`src/rtl/bmbc_pkg.sv`:
```
// Package of timing constants and mode encodings for the brushed motor bridge control block.
package bmbc_pkg;
	// Clock rate in kHz, 50 MHz reference clock.
	localparam int CLK_KHZ = 50000;
	// Standby entry time window in microseconds, nominal 1 ms.
	localparam int STBY_MIN_US = 700;
	localparam int STBY_NOM_US = 1000;
	localparam int STBY_MAX_US = 1500;
	// Cycles of continuous stop before standby, nominal value used.
	localparam int STBY_CYC = STBY_NOM_US * CLK_KHZ / 1000;
	// Standby release wake time in microseconds, a longest time.
	localparam int WAKE_US = 30;
	localparam int WAKE_CYC = WAKE_US * CLK_KHZ / 1000;
	// Spike blanking time in nanoseconds.
	localparam int BLANK_NS = 3600;
	localparam int BLANK_CYC = (BLANK_NS * CLK_KHZ / 1000 + 999) / 1000;
	// Threshold filter time in nanoseconds.
	localparam int FILT_NS = 400;
	localparam int FILT_CYC = (FILT_NS * CLK_KHZ / 1000 + 999) / 1000;
	// Dead time window in nanoseconds; the least time is used.
	localparam int DEAD_MIN_NS = 200;
	localparam int DEAD_MAX_NS = 300;
	localparam int DEAD_CYC = (DEAD_MIN_NS * CLK_KHZ / 1000 + 999) / 1000;
	// Default fixed decay off-time in nanoseconds.
	localparam int TOFF_NS = 20000;
	localparam int TOFF_CYC = TOFF_NS * CLK_KHZ / 1000000;
	// Reference attenuation divisor for the trip level.
	localparam int REF_DIV = 10;
	// Width of the digitised reference and sense words.
	localparam int ADC_W = 12;
	// Chopper phases.
	typedef enum logic [1:0] {
		BMBC_CHARGE = 2'b00,
		BMBC_FAST = 2'b01,
		BMBC_SLOW = 2'b10,
		BMBC_OPEN = 2'b11
	} bmbc_phase_type;
	// Operating modes.
	typedef enum logic [1:0] {
		BMBC_RUN = 2'b00,
		BMBC_STOPPING = 2'b01,
		BMBC_STANDBY = 2'b10,
		BMBC_WAKING = 2'b11
	} bmbc_mode_type;
endpackage

```
`src/rtl/bmbc_top.sv`:
```
// Control logic of a single H-bridge brushed DC motor driver.
// Behaviour
// Inputs select forward, reverse or brake drive.
// Both inputs low opens bridge, then standby.
// Standby entry after 0.7 to 1.5 ms.
// Host keeps inputs steady in transition window.
// Host keeps plain stop under 0.7 ms.
// Host holds stop 1.5 ms for standby.
// Either input high leaves standby.
// Outputs follow inputs within 30 us.
// Comparator blanked 3.6 us after decay-to-charge.
// 400 ns filter on threshold crossings.
// Input transitions also restart spike blanking.
// Fixed off-time, half fast, half slow.
// Zero current in fast decay opens bridge.
// Reference direction switch pattern per phase.
// Dead time at every switch transition.
// Trip level is reference over ten.
// Host toggles inputs no faster than 400 kHz.
// Reverse direction uses mirrored switch pattern.
// Chop: charge, trip, fixed decay, charge.
`timescale 1ns/1ps
module bmbc_top
	import bmbc_pkg::*;
#(
	parameter int STBY_CYCLES = bmbc_pkg::STBY_CYC, // Stop cycles before standby.
	parameter int TOFF_CYCLES = bmbc_pkg::TOFF_CYC, // Fixed decay off-time cycles.
	parameter int AW = bmbc_pkg::ADC_W // Reference and sense word width.
) (
	input wire logic ref_clk, // System clock, 50 MHz.
	input wire logic rst, // Synchronous reset, active high.
	input wire logic clk_en, // Clock enable; freezes state when low.
	input wire logic input_a, // Logic input a from the host pin.
	input wire logic input_b, // Logic input b from the host pin.
	input wire logic [AW-1:0] current_reference, // Digitised reference level.
	input wire logic [AW-1:0] sense_resistor_node, // Digitised sense voltage.
	input wire logic current_zero, // Zero-current detector from the bridge.
	input wire logic chop_enable, // High enables constant-current chopping.
	output logic high_side_a, // High-side switch of leg a.
	output logic high_side_b, // High-side switch of leg b.
	output logic low_side_a, // Low-side switch of leg a.
	output logic low_side_b, // Low-side switch of leg b.
	output logic bridge_out_a, // Logical level of output a when driven.
	output logic bridge_out_b, // Logical level of output b when driven.
	output logic bridge_oe_a, // Output a is driven when high.
	output logic bridge_oe_b, // Output b is driven when high.
	output logic standby // High while in low-power standby.
);
	import bmbc_pkg::*;

	// Two-stage synchronisers for the asynchronous pins.
	logic [1:0] sync_a;
	logic [1:0] sync_b;
	logic [1:0] sync_z;
	logic [1:0] sync_c;
	// Synchronised input levels and their previous values.
	logic in_a;
	logic in_b;
	logic prev_a;
	logic prev_b;
	logic zero_seen;
	// Chop enable after its synchroniser; the pin may change at any time.
	logic chop_on;
	// Mode state and its counters.
	bmbc_mode_type mode;
	bmbc_mode_type next_mode;
	logic [31:0] stop_cnt;
	logic [15:0] wake_cnt;
	// Chopper state.
	bmbc_phase_type phase;
	bmbc_phase_type next_phase;
	logic [31:0] toff_cnt;
	logic [15:0] blank_cnt;
	logic [15:0] filt_cnt;
	// Requested switch states before dead time.
	logic want_ha;
	logic want_hb;
	logic want_la;
	logic want_lb;

	// Synchronise the pins; logic reads only the second stage of each pair.
	always_ff @(posedge ref_clk) begin
		if (rst) begin
			sync_a <= 2'h0;
			sync_b <= 2'h0;
			sync_z <= 2'h0;
			sync_c <= 2'h0;
		end else if (clk_en) begin
			sync_a <= {sync_a[0], input_a};
			sync_b <= {sync_b[0], input_b};
			sync_z <= {sync_z[0], current_zero};
			sync_c <= {sync_c[0], chop_enable};
		end
	end
	assign in_a = sync_a[1];
	assign in_b = sync_b[1];
	assign zero_seen = sync_z[1];
	// Chop enable is a pin as well, so a change takes effect two cycles late.
	assign chop_on = sync_c[1];

	// Decoded input states.
	wire both_low = !in_a && !in_b;
	wire drive_fwd = in_a && !in_b;
	wire drive_rev = !in_a && in_b;
	wire drive_brake = in_a && in_b;
	wire in_edge = (in_a != prev_a) || (in_b != prev_b);

	// Mode sequencing: stop timer, standby, wake delay.
	wire stop_expired = stop_cnt >= 32'(STBY_CYCLES - 1);
	// Waking is cut short by a margin of four dead times, covering the synchroniser and one dead time,
	// so the bridge is driving before the release limit runs out, not after it.
	wire wake_done = wake_cnt >= 16'(WAKE_CYC - 4 * DEAD_CYC - 1);
	always_comb begin
		next_mode = mode;
		case (mode)
			BMBC_RUN: begin
				if (both_low) begin
					next_mode = BMBC_STOPPING;
				end
			end
			BMBC_STOPPING: begin
				if (!both_low) begin
					next_mode = BMBC_RUN;
				end else if (stop_expired) begin
					next_mode = BMBC_STANDBY;
				end
			end
			BMBC_STANDBY: begin
				if (!both_low) begin
					next_mode = BMBC_WAKING;
				end
			end
			BMBC_WAKING: begin
				if (wake_done) begin
					next_mode = BMBC_RUN;
				end
			end
			default: next_mode = BMBC_RUN;
		endcase
	end

	// Mode register and its timers.
	always_ff @(posedge ref_clk) begin
		if (rst) begin
			mode <= BMBC_RUN;
			stop_cnt <= 32'h0;
			wake_cnt <= 16'h0;
			prev_a <= 1'b0;
			prev_b <= 1'b0;
		end else if (clk_en) begin
			mode <= next_mode;
			prev_a <= in_a;
			prev_b <= in_b;
			// The stop timer runs only while in the stopping mode.
			stop_cnt <= (mode == BMBC_STOPPING) ? stop_cnt + 32'h1 : 32'h0;
			wake_cnt <= (mode == BMBC_WAKING) ? wake_cnt + 16'h1 : 16'h0;
		end
	end
	assign standby = (mode == BMBC_STANDBY);

	// Trip level is the reference over ten; compare sense times ten against it to avoid a divider.
	wire [AW+3:0] sense_x10 = (AW + 4)'(sense_resistor_node) * (AW + 4)'(REF_DIV);
	wire raw_trip = sense_x10 >= (AW + 4)'(current_reference);
	// The comparator is valid only once both blanking and filter windows pass.
	wire blanked = blank_cnt < 16'(BLANK_CYC);
	wire trip_valid = !blanked && (filt_cnt >= 16'(FILT_CYC - 1)) && raw_trip;
	wire driving = (mode == BMBC_RUN) && (drive_fwd || drive_rev);
	wire half_toff = toff_cnt >= 32'(TOFF_CYCLES / 2 - 1);
	wire full_toff = toff_cnt >= 32'(TOFF_CYCLES - 1);

	// Chopper phase sequence.
	always_comb begin
		next_phase = phase;
		case (phase)
			BMBC_CHARGE: begin
				if (chop_on && trip_valid) begin
					next_phase = BMBC_FAST;
				end
			end
			BMBC_FAST: begin
				if (zero_seen) begin
					next_phase = BMBC_OPEN;
				end else if (half_toff) begin
					next_phase = BMBC_SLOW;
				end
			end
			BMBC_SLOW, BMBC_OPEN: begin
				if (full_toff) begin
					next_phase = BMBC_CHARGE;
				end
			end
			default: next_phase = BMBC_CHARGE;
		endcase
		if (!driving) begin
			next_phase = BMBC_CHARGE;
		end
	end

	// Chopper registers: phase, off-time, blanking and filter counters.
	always_ff @(posedge ref_clk) begin
		if (rst) begin
			phase <= BMBC_CHARGE;
			toff_cnt <= 32'h0;
			blank_cnt <= 16'h0;
			filt_cnt <= 16'h0;
		end else if (clk_en) begin
			phase <= next_phase;
			toff_cnt <= (phase != BMBC_CHARGE) ? toff_cnt + 32'h1 : 32'h0;
			// Blanking restarts on decay-to-charge and on every input edge.
			if ((phase != BMBC_CHARGE && next_phase == BMBC_CHARGE) || in_edge) begin
				blank_cnt <= 16'h0;
			end else if (blanked) begin
				blank_cnt <= blank_cnt + 16'h1;
			end
			// The filter needs the raw trip to hold for its full width.
			if (!raw_trip) begin
				filt_cnt <= 16'h0;
			end else if (filt_cnt < 16'(FILT_CYC - 1)) begin
				filt_cnt <= filt_cnt + 16'h1;
			end
		end
	end

	// Switch requests per mode and phase; reverse mirrors the legs.
	wire ph_charge = phase == BMBC_CHARGE;
	wire ph_fast = phase == BMBC_FAST;
	wire ph_slow = phase == BMBC_SLOW;
	wire run = mode == BMBC_RUN;
	assign want_ha = run && ((drive_fwd && ph_charge) || (drive_rev && ph_fast));
	assign want_hb = run && ((drive_rev && ph_charge) || (drive_fwd && ph_fast));
	assign want_la = run && (drive_brake || ((drive_fwd || drive_rev) && ph_slow)
		|| (drive_fwd && ph_fast) || (drive_rev && ph_charge));
	assign want_lb = run && (drive_brake || ((drive_fwd || drive_rev) && ph_slow)
		|| (drive_rev && ph_fast) || (drive_fwd && ph_charge));

	// Dead time per leg.
	bmbc_leg #(.DEAD(DEAD_CYC)) u_leg_a (
		.ref_clk(ref_clk),
		.rst(rst),
		.clk_en(clk_en),
		.want_high(want_ha),
		.want_low(want_la),
		.high_on(high_side_a),
		.low_on(low_side_a)
	);
	bmbc_leg #(.DEAD(DEAD_CYC)) u_leg_b (
		.ref_clk(ref_clk),
		.rst(rst),
		.clk_en(clk_en),
		.want_high(want_hb),
		.want_low(want_lb),
		.high_on(high_side_b),
		.low_on(low_side_b)
	);

	// Pin view of the bridge: a node is driven when either switch of its leg conducts.
	assign bridge_out_a = high_side_a;
	assign bridge_out_b = high_side_b;
	assign bridge_oe_a = high_side_a || low_side_a;
	assign bridge_oe_b = high_side_b || low_side_b;

	// Standby is reached exactly after the configured stop time.
	a_stby_entry: assert property (@(posedge ref_clk) disable iff (rst)
		$rose(standby) |-> $past(stop_cnt) == 32'(STBY_CYCLES - 1)) else $error("Standby entry time wrong.");
	// An input going high in standby leaves it on the next cycle.
	a_stby_exit: assert property (@(posedge ref_clk) disable iff (rst)
		(standby && !both_low && clk_en) |=> !standby) else $error("Standby not released.");
	// Waking ends within the wake limit.
	a_wake_bound: assert property (@(posedge ref_clk) disable iff (rst)
		(mode == BMBC_WAKING) |-> wake_cnt < 16'(WAKE_CYC)) else $error("Wake took too long.");
	// While waking, the bridge stays open; drive only resumes in run mode.
	a_wake_off: assert property (@(posedge ref_clk) disable iff (rst)
		(mode == BMBC_WAKING) |-> !bridge_oe_a && !bridge_oe_b) else $error("Bridge driven while waking.");
	// Stop opens both outputs within a few cycles.
	a_stop_open: assert property (@(posedge ref_clk) disable iff (rst || !clk_en)
		(both_low && $past(both_low, 1) && $past(both_low, 2)) |-> !bridge_oe_a && !bridge_oe_b)
		else $error("Bridge not open in stop.");
	// No trip may start decay during blanking.
	a_blank_hold: assert property (@(posedge ref_clk) disable iff (rst)
		(ph_charge && blanked) |=> !ph_fast) else $error("Trip taken during blanking.");
	// Fast decay lasts half the off-time unless zero current opens the bridge.
	a_fast_half: assert property (@(posedge ref_clk) disable iff (rst)
		(ph_slow && !$past(ph_slow) && clk_en) |-> $past(toff_cnt) == 32'(TOFF_CYCLES / 2 - 1))
		else $error("Fast decay length wrong.");
	// Zero current in fast decay moves to open phase.
	a_zero_open: assert property (@(posedge ref_clk) disable iff (rst)
		(ph_fast && zero_seen && driving && clk_en) |=> phase == BMBC_OPEN) else $error("Zero not acted on.");
	// Charge ends only on a filtered trip above reference over ten.
	a_trip_cause: assert property (@(posedge ref_clk) disable iff (rst)
		(ph_charge ##1 ph_fast) |-> $past(raw_trip) && $past(filt_cnt) >= 16'(FILT_CYC - 1))
		else $error("Decay without valid trip.");
	// Once the open phase has lasted a cycle, both bridge nodes float.
	a_open_hiz: assert property (@(posedge ref_clk) disable iff (rst)
		(phase == BMBC_OPEN && $past(phase == BMBC_OPEN)) |-> !bridge_oe_a && !bridge_oe_b)
		else $error("Bridge not open after zero current.");
	// Brake drive request pattern.
	a_brake_low: assert property (@(posedge ref_clk) disable iff (rst)
		(run && drive_brake) |-> want_la && want_lb && !want_ha && !want_hb) else $error("Brake pattern wrong.");

	c_standby: cover property (@(posedge ref_clk) $rose(standby));
	c_wake: cover property (@(posedge ref_clk) (mode == BMBC_WAKING) ##1 run);
	c_chop: cover property (@(posedge ref_clk) ph_fast ##1 ph_slow);
	c_zero: cover property (@(posedge ref_clk) phase == BMBC_OPEN);
	// An input edge while chopping restarts the spike blanking.
	c_edge_blank: cover property (@(posedge ref_clk) in_edge && run && chop_on);
endmodule

```
`src/rtl/bmbc_leg.sv`:
```
// Dead time inserter for one half bridge leg.
`timescale 1ns/1ps
module bmbc_leg #(
	parameter int DEAD = 10 // Dead time in clock cycles.
) (
	input wire logic ref_clk, // System clock.
	input wire logic rst, // Synchronous reset, active high.
	input wire logic clk_en, // Clock enable.
	input wire logic want_high, // Requested high-side switch state.
	input wire logic want_low, // Requested low-side switch state.
	output logic high_on, // Gated high-side switch drive.
	output logic low_on // Gated low-side switch drive.
);
	// Counter of cycles since the request last changed.
	logic [7:0] dead_cnt;
	// Last request, used to spot changes.
	logic last_high;
	logic last_low;
	// A change of request restarts the off window for the whole leg.
	wire req_change = (want_high != last_high) || (want_low != last_low);
	wire dead_done = (dead_cnt >= 8'(DEAD)) && !req_change;

	// Track the request and time the off window.
	always_ff @(posedge ref_clk) begin
		if (rst) begin
			dead_cnt <= 8'h00;
			last_high <= 1'b0;
			last_low <= 1'b0;
			high_on <= 1'b0;
			low_on <= 1'b0;
		end else if (clk_en) begin
			last_high <= want_high;
			last_low <= want_low;
			if (req_change) begin
				dead_cnt <= 8'h00;
			end else if (!dead_done) begin
				dead_cnt <= dead_cnt + 8'h01;
			end
			// Both switches stay off until the window expires, so no shoot-through.
			high_on <= dead_done && want_high && !want_low;
			low_on <= dead_done && want_low && !want_high;
		end
	end

	// The two switches of a leg are never on together.
	a_leg_exclusive: assert property (@(posedge ref_clk) disable iff (rst)
		!(high_on && low_on)) else $error("Both switches of a leg are on.");
	// The high side turning on was preceded by the low side being off two and three cycles before.
	a_leg_dead: assert property (@(posedge ref_clk) disable iff (rst)
		$rose(high_on) |-> $past(!low_on, 2) && $past(!low_on, 3)) else $error("High side on without dead time.");
endmodule

```
`config.mk`:
```
export PLATFORM = sky130hd
export DESIGN_NAME = bmbc_top
export DESIGN_NICKNAME = d
export VERILOG_FILES = /design/src/rtl/bmbc_pkg.sv /design/src/rtl/bmbc_top.sv /design/src/rtl/bmbc_leg.sv
export SDC_FILE = /design/constraint.sdc
export NUM_CORES = 1
export LEC_CHECK = 0
export BUFFER_PORTS_ARGS = -buffer_cell sky130_fd_sc_hd__buf_2
export CAP_MARGIN = 20
export CORE_ASPECT_RATIO = 1.75
export CORE_MARGIN = 8
export CORE_UTILIZATION = 55
export CTS_BUF_LIST = sky130_fd_sc_hd__clkbuf_2 sky130_fd_sc_hd__clkbuf_4 sky130_fd_sc_hd__clkbuf_8
export DETAILED_ROUTE_END_ITERATION = 8
export PLACE_DENSITY = 0.73
export SYNTH_ARGS = -nofsm -noshare
export SYNTH_HDL_FRONTEND = slang
export SYNTH_SLANG_ARGS = --single-unit
```
`constraint.sdc`:
```
create_clock -name ref_clk -period 5.98 [get_ports ref_clk]
set_input_delay 1.196 -clock ref_clk [delete_from_list [all_inputs] [get_ports ref_clk]]
set_output_delay 1.196 -clock ref_clk [all_outputs]
set_load 0.05 [all_outputs]
```
Yosys cells after proc, flatten, opt, wreduce, memory -nomap -nowiden
Cells that the tools add are included.
- output and inout port bits: 9
- register bits after elaboration: 150
- input port bits: 31
- reduce and logical (&&, ||, !) cells: 62
- magnitude comparators: 10
- multipliers: 1
- multiplexer cells: 23
- equality and inequality tests: 19
- add/subtract/negate cells: 7
- operators by type and width (operator ; count):
    2-to-1 mux 16 bit ; 5
    adder 32 x 1 -> 32 bit, second input constant ; 2
    2-to-1 mux 32 bit ; 2
    adder 16 x 1 -> 16 bit, second input constant ; 3
    greater-or-equal comparator 32 x 10 -> 1 bit, second input constant ; 1
    greater-or-equal comparator 32 x 16 -> 1 bit, second input constant ; 1
    greater-or-equal comparator 32 x 9 -> 1 bit, second input constant ; 1
    2-to-1 mux 8 bit ; 4
    logical AND 1 bit ; 28
    2-to-1 mux 2 bit ; 10
    adder 8 x 1 -> 8 bit, second input constant ; 2
    greater-or-equal comparator 16 x 11 -> 1 bit, second input constant ; 1
    greater-or-equal comparator 16 x 12 -> 1 bit ; 1
    greater-or-equal comparator 16 x 5 -> 1 bit, second input constant ; 1
    greater-or-equal comparator 8 x 4 -> 1 bit, second input constant ; 2
    less-than comparator 16 x 5 -> 1 bit, second input constant ; 1
    less-than comparator 16 x 8 -> 1 bit, second input constant ; 1
    multiplier 12 x 3 -> 15 bit, second input constant ; 1
    logical OR 1 bit ; 14
    logical NOT 1 bit ; 9
    equality test 2 bit, second input constant ; 4
    case mux 2 bit (4 select lines) ; 1
    AND reduction 2 bit ; 4
    logical NOT 2 bit ; 3
    9 further kinds ; 20

Logic depth before layout (Yosys ltp)
Gate-level depths: netlist of the first run.
- depth in word-level cells: 14
- depth in mapped cells: 17

By module
Synthesis of the first run repeated with hierarchy kept, for this count alone.
- cell total of the unflattened synthesis: 879
- area total of the unflattened synthesis: 7709.9 µm²
- by module, submodules not included (module ; cells each ; sequential area each (µm²) ; area an instance (µm²) ; instances):
    bmbc_top ; 765 ; 2522.4 ; 6566.3 ; 1
    bmbc_leg ; 57 ; 240.2 ; 571.8 ; 2

Least setup slack after synthesis of the first run
No wires, ideal clock.
- path type: input port to flip-flop
- start point: input port sense_resistor_node[1]
- end point: register filt_cnt[10]
- setup slack: 1.310 ns
- path buffers: 1
- cell stages on the path: 16
- arrival: 4.555 ns
- data required time: 5.865 ns
- library setup time: 0.115 ns
- cell sequence: ha_1 > ha_1 > fa_1 > a21o_1 > a221oi_1 > xnor2_1 > ha_1 > o21ai_0 > nor2_1 > a221oi_1 > nand3_1 > a2111oi_2 > and3_2 > a21oi_1 > clkbuf_1 > and2_1
- longest elaborated chain between the ends: 4
- elaborated cells between the ends (all ways): 5
- classes of those cells: mul (1); order compare (1); eq/ne (1); mux (1); reduce/logical (1)
- RTL lines (what ; line ; text):
    start, declared ; bmbc_top.sv:36 ; input wire logic [AW-1:0] sense_resistor_node,
    multiplier 12 x 3 -> 15 bit (*) ; bmbc_top.sv:162 ; wire [AW+3:0] sense_x10 = (AW + 4)'(sense_resistor_node) * (AW + 4)'(REF_DIV);
    greater-or-equal comparator 16 x 12 -> 1 bit (*) ; bmbc_top.sv:163 ; wire raw_trip = sense_x10 >= (AW + 4)'(current_reference);
    != test 2 x 1 -> 1 bit (no line) ; - ;
    AND reduction 2 bit (no line) ; - ;
    end signal, assigned ; bmbc_top.sv:219 ; filt_cnt <= filt_cnt + 16'h1;
    end, declared ; bmbc_top.sv:74 ; logic [15:0] filt_cnt;
Mark *: on every way between the ends. The rest lies on a longest branch, timed or not.
A chain may end at the register's enable or synchronous reset.

Worst setup path after layout of the first run
Ends and elaborated chain as after synthesis.

==> results.tsv, run 1 <==
stage	metric	value	unit
clocking	clock_path_buffers	2	
layout	layout_commonest_cell	dfxtp_1	
power	power.switching	558	uW
worst_setup_path	worst_path_most_repeated_cell	ha_1	
timing	setup_tns	0	ns
layout	final_core_density	61.3	%
synth	number_of_enable_flip_flop_cells_after_synthesis	0	
power	seq_power_share	52.1	%
clocking	htree_num_levels	4	
placed_design	place_hpwl	10500	um
floorplan	placement_rows	56	
clocking	clk_latency	0.44	ns
synth	mappedNetlistArea	7530	um2
global_routing	pin_count_of_the_biggest_net_entering_global_routing	43	
drt	detail_route.first_pass.iterations	5	
clocking	post_cts_setup_buffers	0	
layout	fraction_of_layout_cells_with_a_size_suffix_above_1	9.80	%
timing	timing_worst_slew_pin_value	1.01	ns
timing	final.min_clock_period	4.69	ns
synth	synth.yosys.warnings	0	
timing	finalSetupViolCount	0	
clocking	cts_hold_buffers	0	
clocking	cts_tree	yes	
synth	synth_area_per_cell	8.49	um2
worst_setup_path	crit_path_dat	5.03	ns
placed_design	gp_congestion	0.906	
power	power.density	241	nW/um2
worst_setup_path	cp-start-kind	input port	
synth	postSynth.asyncResetShare	0	%
worst_setup_path	critPathMaxFanout	12	
layout	area.growth.synth_to_final	8.99	%
worst_setup_path	critical_path.top_delay_family	compound AO/OA/AOI/OAI gates	
timing	max_freq	213	MHz
drt	vias_per_cell	5.55	
placed_design	port_buffers	39	
synth	synth_sequential_area_ratio	39.9	%
synth	postSynthNetCount	963	
drt	wl	14500	um
power	power.ir.vdd_worst	0.000137	V
placed_design	place.detailed.instances	1071	
synth	synth_top_flop_cell	dfxtp_1	
worst_setup_path	critical_path.max_stage_delay	0.43	ns
clocking	clkSlewWorstSetupHoldPaths	0.08	ns
global_routing	grt.overflow.total	0	
worst_setup_path	endpoint_kind	register	
timing	final_hold_viol_count	0	
timing	maxSlewViolCount	0	
clocking	cts-buffers-inserted	17	
worst_hold_path	hold_path_class	register to register	
clocking	cts_sinks	150	
clocking	post_cts_resize_count	0	
global_routing	global_route.usage.total	16.8	%
floorplan	io_pins	40	
timing	relSlewSlack	32.4	%
power	clockPowerShare	36.2	%
layout	instances_no_fill	1103	
timing	period_share	78.5	%
power	power_report.internal_total	1.42	mW
synth	ys_ff_latch	150	
worst_setup_path	criticalPathCategory	input port to register	
power	sw_frac_of_total	28.2	%
drt	ant_nets	0	
worst_setup_path	crit_slowest_cell	a221oi_1	
drt	route.vias.total	6123	
timing	timing.clock.skew	0.0115	ns
layout	final_net_count	992	
global_routing	grt_antenna_before_repair	0	
floorplan	die-area	17800	um2
floorplan	area_of_the_placeable_core	13400	um2
floorplan	die_width	104	um
power	leakage_power	3.20	nW
layout	antenna_cells	0	
worst_setup_path	timing.critical_path.cells	buf_2 -> ha_1 -> ha_1 -> fa_1 -> a21o_1 -> a221oi_1 -> xnor2_1 -> ha_1 -> o21ai_0 -> nor2_1 -> a221oi_1 -> nand3_1 -> a2111oi_2 -> and3_2 -> a21oi_1 -> and2_1	
layout	layout_common_cells	dfxtp_1 (150), nor2_1 (143), nand2_1 (65)	
drt	drt_iter0_drc	197	
synth	synthDistinctLibCells	55	
synth	synthCells	887	
synth	post-synth-top-area-fraction	39.9	%
flow_run	timing.max_cap.violations	0	
worst_setup_path	worstPathBufferInverterCount	1	
global_routing	first_pass_grt_wire_length	25600	um
clocking	root_buffer	clkbuf_8	
synth	synth.top_cells.by_area	dfxtp_1 (40%), ha_1 (7.3%), nor2_1 (7.1%)	
outcome	status	complete, no violations	
drt	drc	0	
drt	detail_route.wl_per_cell	13.1	um
timing	grt_setup_unrepaired	false	
floorplan	die_height	171	um
global_routing	number_of_global_route_vias_before_repair	6172	
synth	synth_area_leader_cell	dfxtp_1	
floorplan	initial_utilization	56.3	%
power	power.combinational.fraction	11.7	%
worst_setup_path	worst_ep_required	6.31	ns
registers in the layout (all words and copies together), names as in the netlist, 2 cells and up, named ones only:
signal / flops
blank_cnt: 16
filt_cnt: 16
phase: 2
stop_cnt: 32
sync_a: 2
sync_b: 2
sync_c: 2
sync_z: 2
toff_cnt: 32
u_leg_a.dead_cnt: 8
u_leg_b.dead_cnt: 8
wake_cnt: 16
cell usage after synthesis (2+ instances only):
cell / count
a211oi_1: 5
a21o_1: 10
a21oi_1: 49
a221oi_1: 3
a31o_2: 3
a31oi_1: 8
a41oi_1: 3
and2_1: 20
and3_1: 11
and4_1: 7
buf_1: 3
buf_2: 3
buf_4: 2
clkbuf_1: 24
dfxtp_1: 150
ha_1: 44
inv_1: 24
mux2i_1: 19
nand2_1: 65
nand2b_1: 4
nand3_1: 30
nand4_1: 30
nor2_1: 143
nor2b_1: 9
nor3_1: 16
nor3b_1: 7
nor4_1: 19
nor4_2: 2
nor4b_1: 2
o211ai_1: 3
o21a_1: 6
o21ai_0: 28
o31ai_1: 4
or2_2: 7
or3_1: 19
or4_1: 2
xnor2_1: 31
xor2_1: 55
worst reg2reg max path, cell delays in order, from the launching register on:
cell and delay (ns):
dfxtp_1 0.45, inv_1 0.09, ha_1 0.29, nand2_1 0.14, nor4_1 0.37, o211ai_1 0.29, o21ai_0 0.43, nor2b_1 0.31
and2_1 0.18
layout make-up:
class | instances | area [um2]
Clock inverter | 13 | 118
Multi-Input combinational cell | 679 | 4300
Clock buffer | 19 | 255
Tap cell | 174 | 218
Timing Repair Buffer | 42 | 218
Inverter | 26 | 97.6
Fill cell | 1279 | 5170
Sequential cell | 150 | 3000
kinds of logic after synthesis:
logic type | share of synthesized area (%)
simple gates | 26.0
flops | 39.9
compound gates | 10.9
xor+xnor | 10.0
buf+inv | 3.04
fa+ha+maj | 7.58
mux | 2.53
routing by layer:
metal  track usage, %  vias to the layer above  part of all wire (%)
met5                0                        -                     0
met4             6.40                        0                   1.4
met1             16.1                     2878                    42
met3             3.47                       19                   2.6
met2             33.6                       72                    54
li1                 -                     3154                     -
path summary, 6_finish.rpt:
check / startpoint / end / slack (ns) / cells after the start
max: sense_resistor_node[1] / filt_cnt[10] / 1.29 / 16
min: blank_cnt[13] / blank_cnt[13] / 0.47 / 1
max reg2reg: sync_a[1] / blank_cnt[15] / 3.38 / 8
min reg2reg: blank_cnt[13] / blank_cnt[13] / 0.47 / 1
stage by stage:
stage	power [mW]	hold slack (ns)	area, um2	setup slack, ns
after floorplan	1.23	0.430	7530	1.31
after CTS	2.00	0.470	8210	1.27
final	1.98	0.469	8210	1.29
after detailed placement	1.29	0.447	7840	0.806
after global routing	2.08	0.491	8210	1.00
after global placement	1.28	0.445	7840	0.914
power groups by stage:
stage	registers [mW]	clock network, mW	logic, mW
final	1.03	0.716	0.232
after CTS	1.03	0.738	0.233
after detailed placement	1.06	0	0.232
after floorplan	1.04	0	0.187
after global placement	1.06	0	0.228
after global routing	1.04	0.781	0.265
No activity file was read; power rests on OpenSTA's default activity.
==> run 2: changes to the inputs <==
- PLACE_DENSITY: 0.73 -> 0.76
- clock period: 5.98 -> 4.1 ns (I/O delays scaled with it)
==> run 2 against run 1 <==
  * Flip-flop and latch count did not move
  * Sequential power rose by 47%
  * Clock skew barely moved
  * Sequential share of layout area fell by 1.4 points
  * Non-clock buffer count rose by 26
  * Clock power rose by 65%
  * Utilization rose by 2.5 points
  * Critical endpoint is now filt_cnt[3]
==> results.tsv, run 2 (synthesis gave the netlist of run 1 again) <==
stage	metric	value	unit
layout	layout_common_cells	dfxtp_1 (150), nor2_1 (142), nand2_1 (65)	
placed_design	place_hpwl	11200	um
layout	antenna_cells	0	
drt	drc	0	
floorplan	placement_rows	56	
worst_setup_path	critPathMaxFanout	6	
layout	fraction_of_layout_cells_with_a_size_suffix_above_1	13.4	%
timing	timing_worst_slew_pin_value	0.610	ns
timing	setup_tns	0	ns
global_routing	global_route.usage.total	17.3	%
clocking	htree_num_levels	4	
layout	area_occupied_by_registers	3000	um2
layout	layout_commonest_cell	dfxtp_1	
floorplan	initial_utilization	56.3	%
placed_design	port_buffers	39	
timing	finalSetupViolCount	0	
layout	instances_no_fill	1129	
clocking	root_buffer	clkbuf_8	
flow_run	timing.max_cap.violations	0	
drt	route.vias.total	6226	
timing	finalWorstSetupSlack	0.208	ns
drt	drt_iter0_drc	241	
outcome	status	complete, no violations	
placed_design	post_placement_setup_slack	-0.361	ns
placed_design	gp_congestion	0.827	
clocking	cts_tree	yes	
timing	period_share	94.9	%
drt	detail_route.first_pass.iterations	4	
timing	timing.clock.skew	0.0120	ns
floorplan	die-area	17800	um2
drt	wl	15200	um
worst_hold_path	hold_path_class	register to register	
power	power.ir.vdd_worst	0.000207	V
worst_setup_path	criticalPathCategory	input port to register	
worst_setup_path	worst_ep_required	4.47	ns
timing	relSlewSlack	58.3	%
clocking	clk_latency	0.45	ns
placed_design	place.detailed.instances	1095	
layout	layout_top_registers	stop_cnt x32, toff_cnt x32	
clocking	cts_hold_buffers	0	
worst_setup_path	crit_path_dat	4.27	ns
global_routing	pin_count_of_the_biggest_net_entering_global_routing	33	
layout	final_area	8540	um2
placed_design	place_area	8060	um2
global_routing	number_of_global_route_vias_before_repair	5999	
power	leakage_power	3.35	nW
layout	multiInputGateArea	4390	um2
timing	maxSlewViolCount	0	
timing	fin_worst_hold_slack	0.463	ns
floorplan	die_width	104	um
worst_setup_path	cp-start-kind	input port	
layout	final_core_density	63.8	%
layout	area.growth.synth_to_final	13.4	%
clocking	clock_path_buffers	2	
global_routing	grt.overflow.total	0	
drt	detail_route.wl_per_cell	13.4	um
clocking	cts_sinks	150	
timing	final_hold_viol_count	0	
global_routing	first_pass_grt_wire_length	25900	um
timing	grt_setup_unrepaired	false	
floorplan	area_of_the_placeable_core	13400	um2
drt	ant_nets	0	
floorplan	die_height	171	um
global_routing	grt_antenna_before_repair	0	
power	power.density	361	nW/um2
floorplan	io_pins	40	
worst_setup_path	endpoint_kind	register	
timing	max_freq	257	MHz
power	report.power.total	3.08	mW
clocking	clkSlewWorstSetupHoldPaths	0.08	ns
timing	final.min_clock_period	3.89	ns
drt	vias_per_cell	5.51	
layout	number_of_fill_cells_in_the_layout	1165	
layout	final_net_count	1018	
clocking	cts-buffers-inserted	17	
-- run 2: cell count changes in the layout (fill, tap and decap cells not counted), moves of 2 or more --
| cell | delta |
|---|---|
| buf_4 | +26 |
| ha_1 | -4 |
| clkinv_4 | -3 |
| ha_4 | +3 |
| a21oi_1 | -2 |
| a21oi_2 | +2 |
| a221oi_1 | -2 |
| a221oi_2 | +2 |
| bufinv_16 | +2 |
| o21ai_0 | -2 |
| o21ai_1 | +2 |
-- run 2: per-layer routing --
metal | GRT usage [%] | part of all wire [%] | vias up | wire length [um]
met5 | 0 | 0 | - | 0
met4 | 6.59 | 1.2 | 0 | 182
met3 | 3.65 | 2.4 | 13 | 371
met2 | 34.5 | 56 | 72 | 8490
met1 | 16.8 | 40 | 2938 | 6130
li1 | - | - | 3203 | -
-- run 2: power breakdown --
| part | switching [mW] | total, mW | internal [mW] |
|---|---|---|---|
| clock | 0.579 | 1.18 | 0.600 |
| combinational | 0.217 | 0.397 | 0.180 |
| sequential | 0.0299 | 1.51 | 1.48 |
| total | 0.826 | 3.08 | 2.26 |
-- run 2: worst max-delay path: stages --
cell	delay, ns
buf_2	0.11
ha_1	0.32
ha_4	0.25
a21o_1	0.16
a31o_2	0.23
o211ai_1	0.21
nand2_1	0.09
xor2_1	0.15
ha_1	0.17
a221o_1	0.25
a311oi_1	0.28
nand3_1	0.16
a2111oi_4	0.38
a31oi_4	0.16
or3_1	0.36
a21oi_2	0.15
-- run 2: worst paths after layout --
path / start / endpoint / slack (ns) / cells after the start
max: sense_resistor_node[5] / filt_cnt[3] / 0.21 / 16
min: blank_cnt[13] / blank_cnt[13] / 0.46 / 1
max reg2reg: sync_b[1] / blank_cnt[8] / 1.59 / 8
min reg2reg: blank_cnt[13] / blank_cnt[13] / 0.46 / 1
-- run 2: repair_timing --
item / in CTS / in global routing
resized for setup: 0 / 12
setup buffers: 0 / 2
setup endpoints to repair: 0 / 16
-- run 2: cell type report --
cell class	count	share of cell area, %
Sequential cell	150	35.2
Tap cell	174	2.55
Clock inverter	11	1.63
Clock buffer	21	3.24
Inverter	26	1.14
Multi-Input combinational cell	679	51.5
Timing Repair Buffer	68	4.83
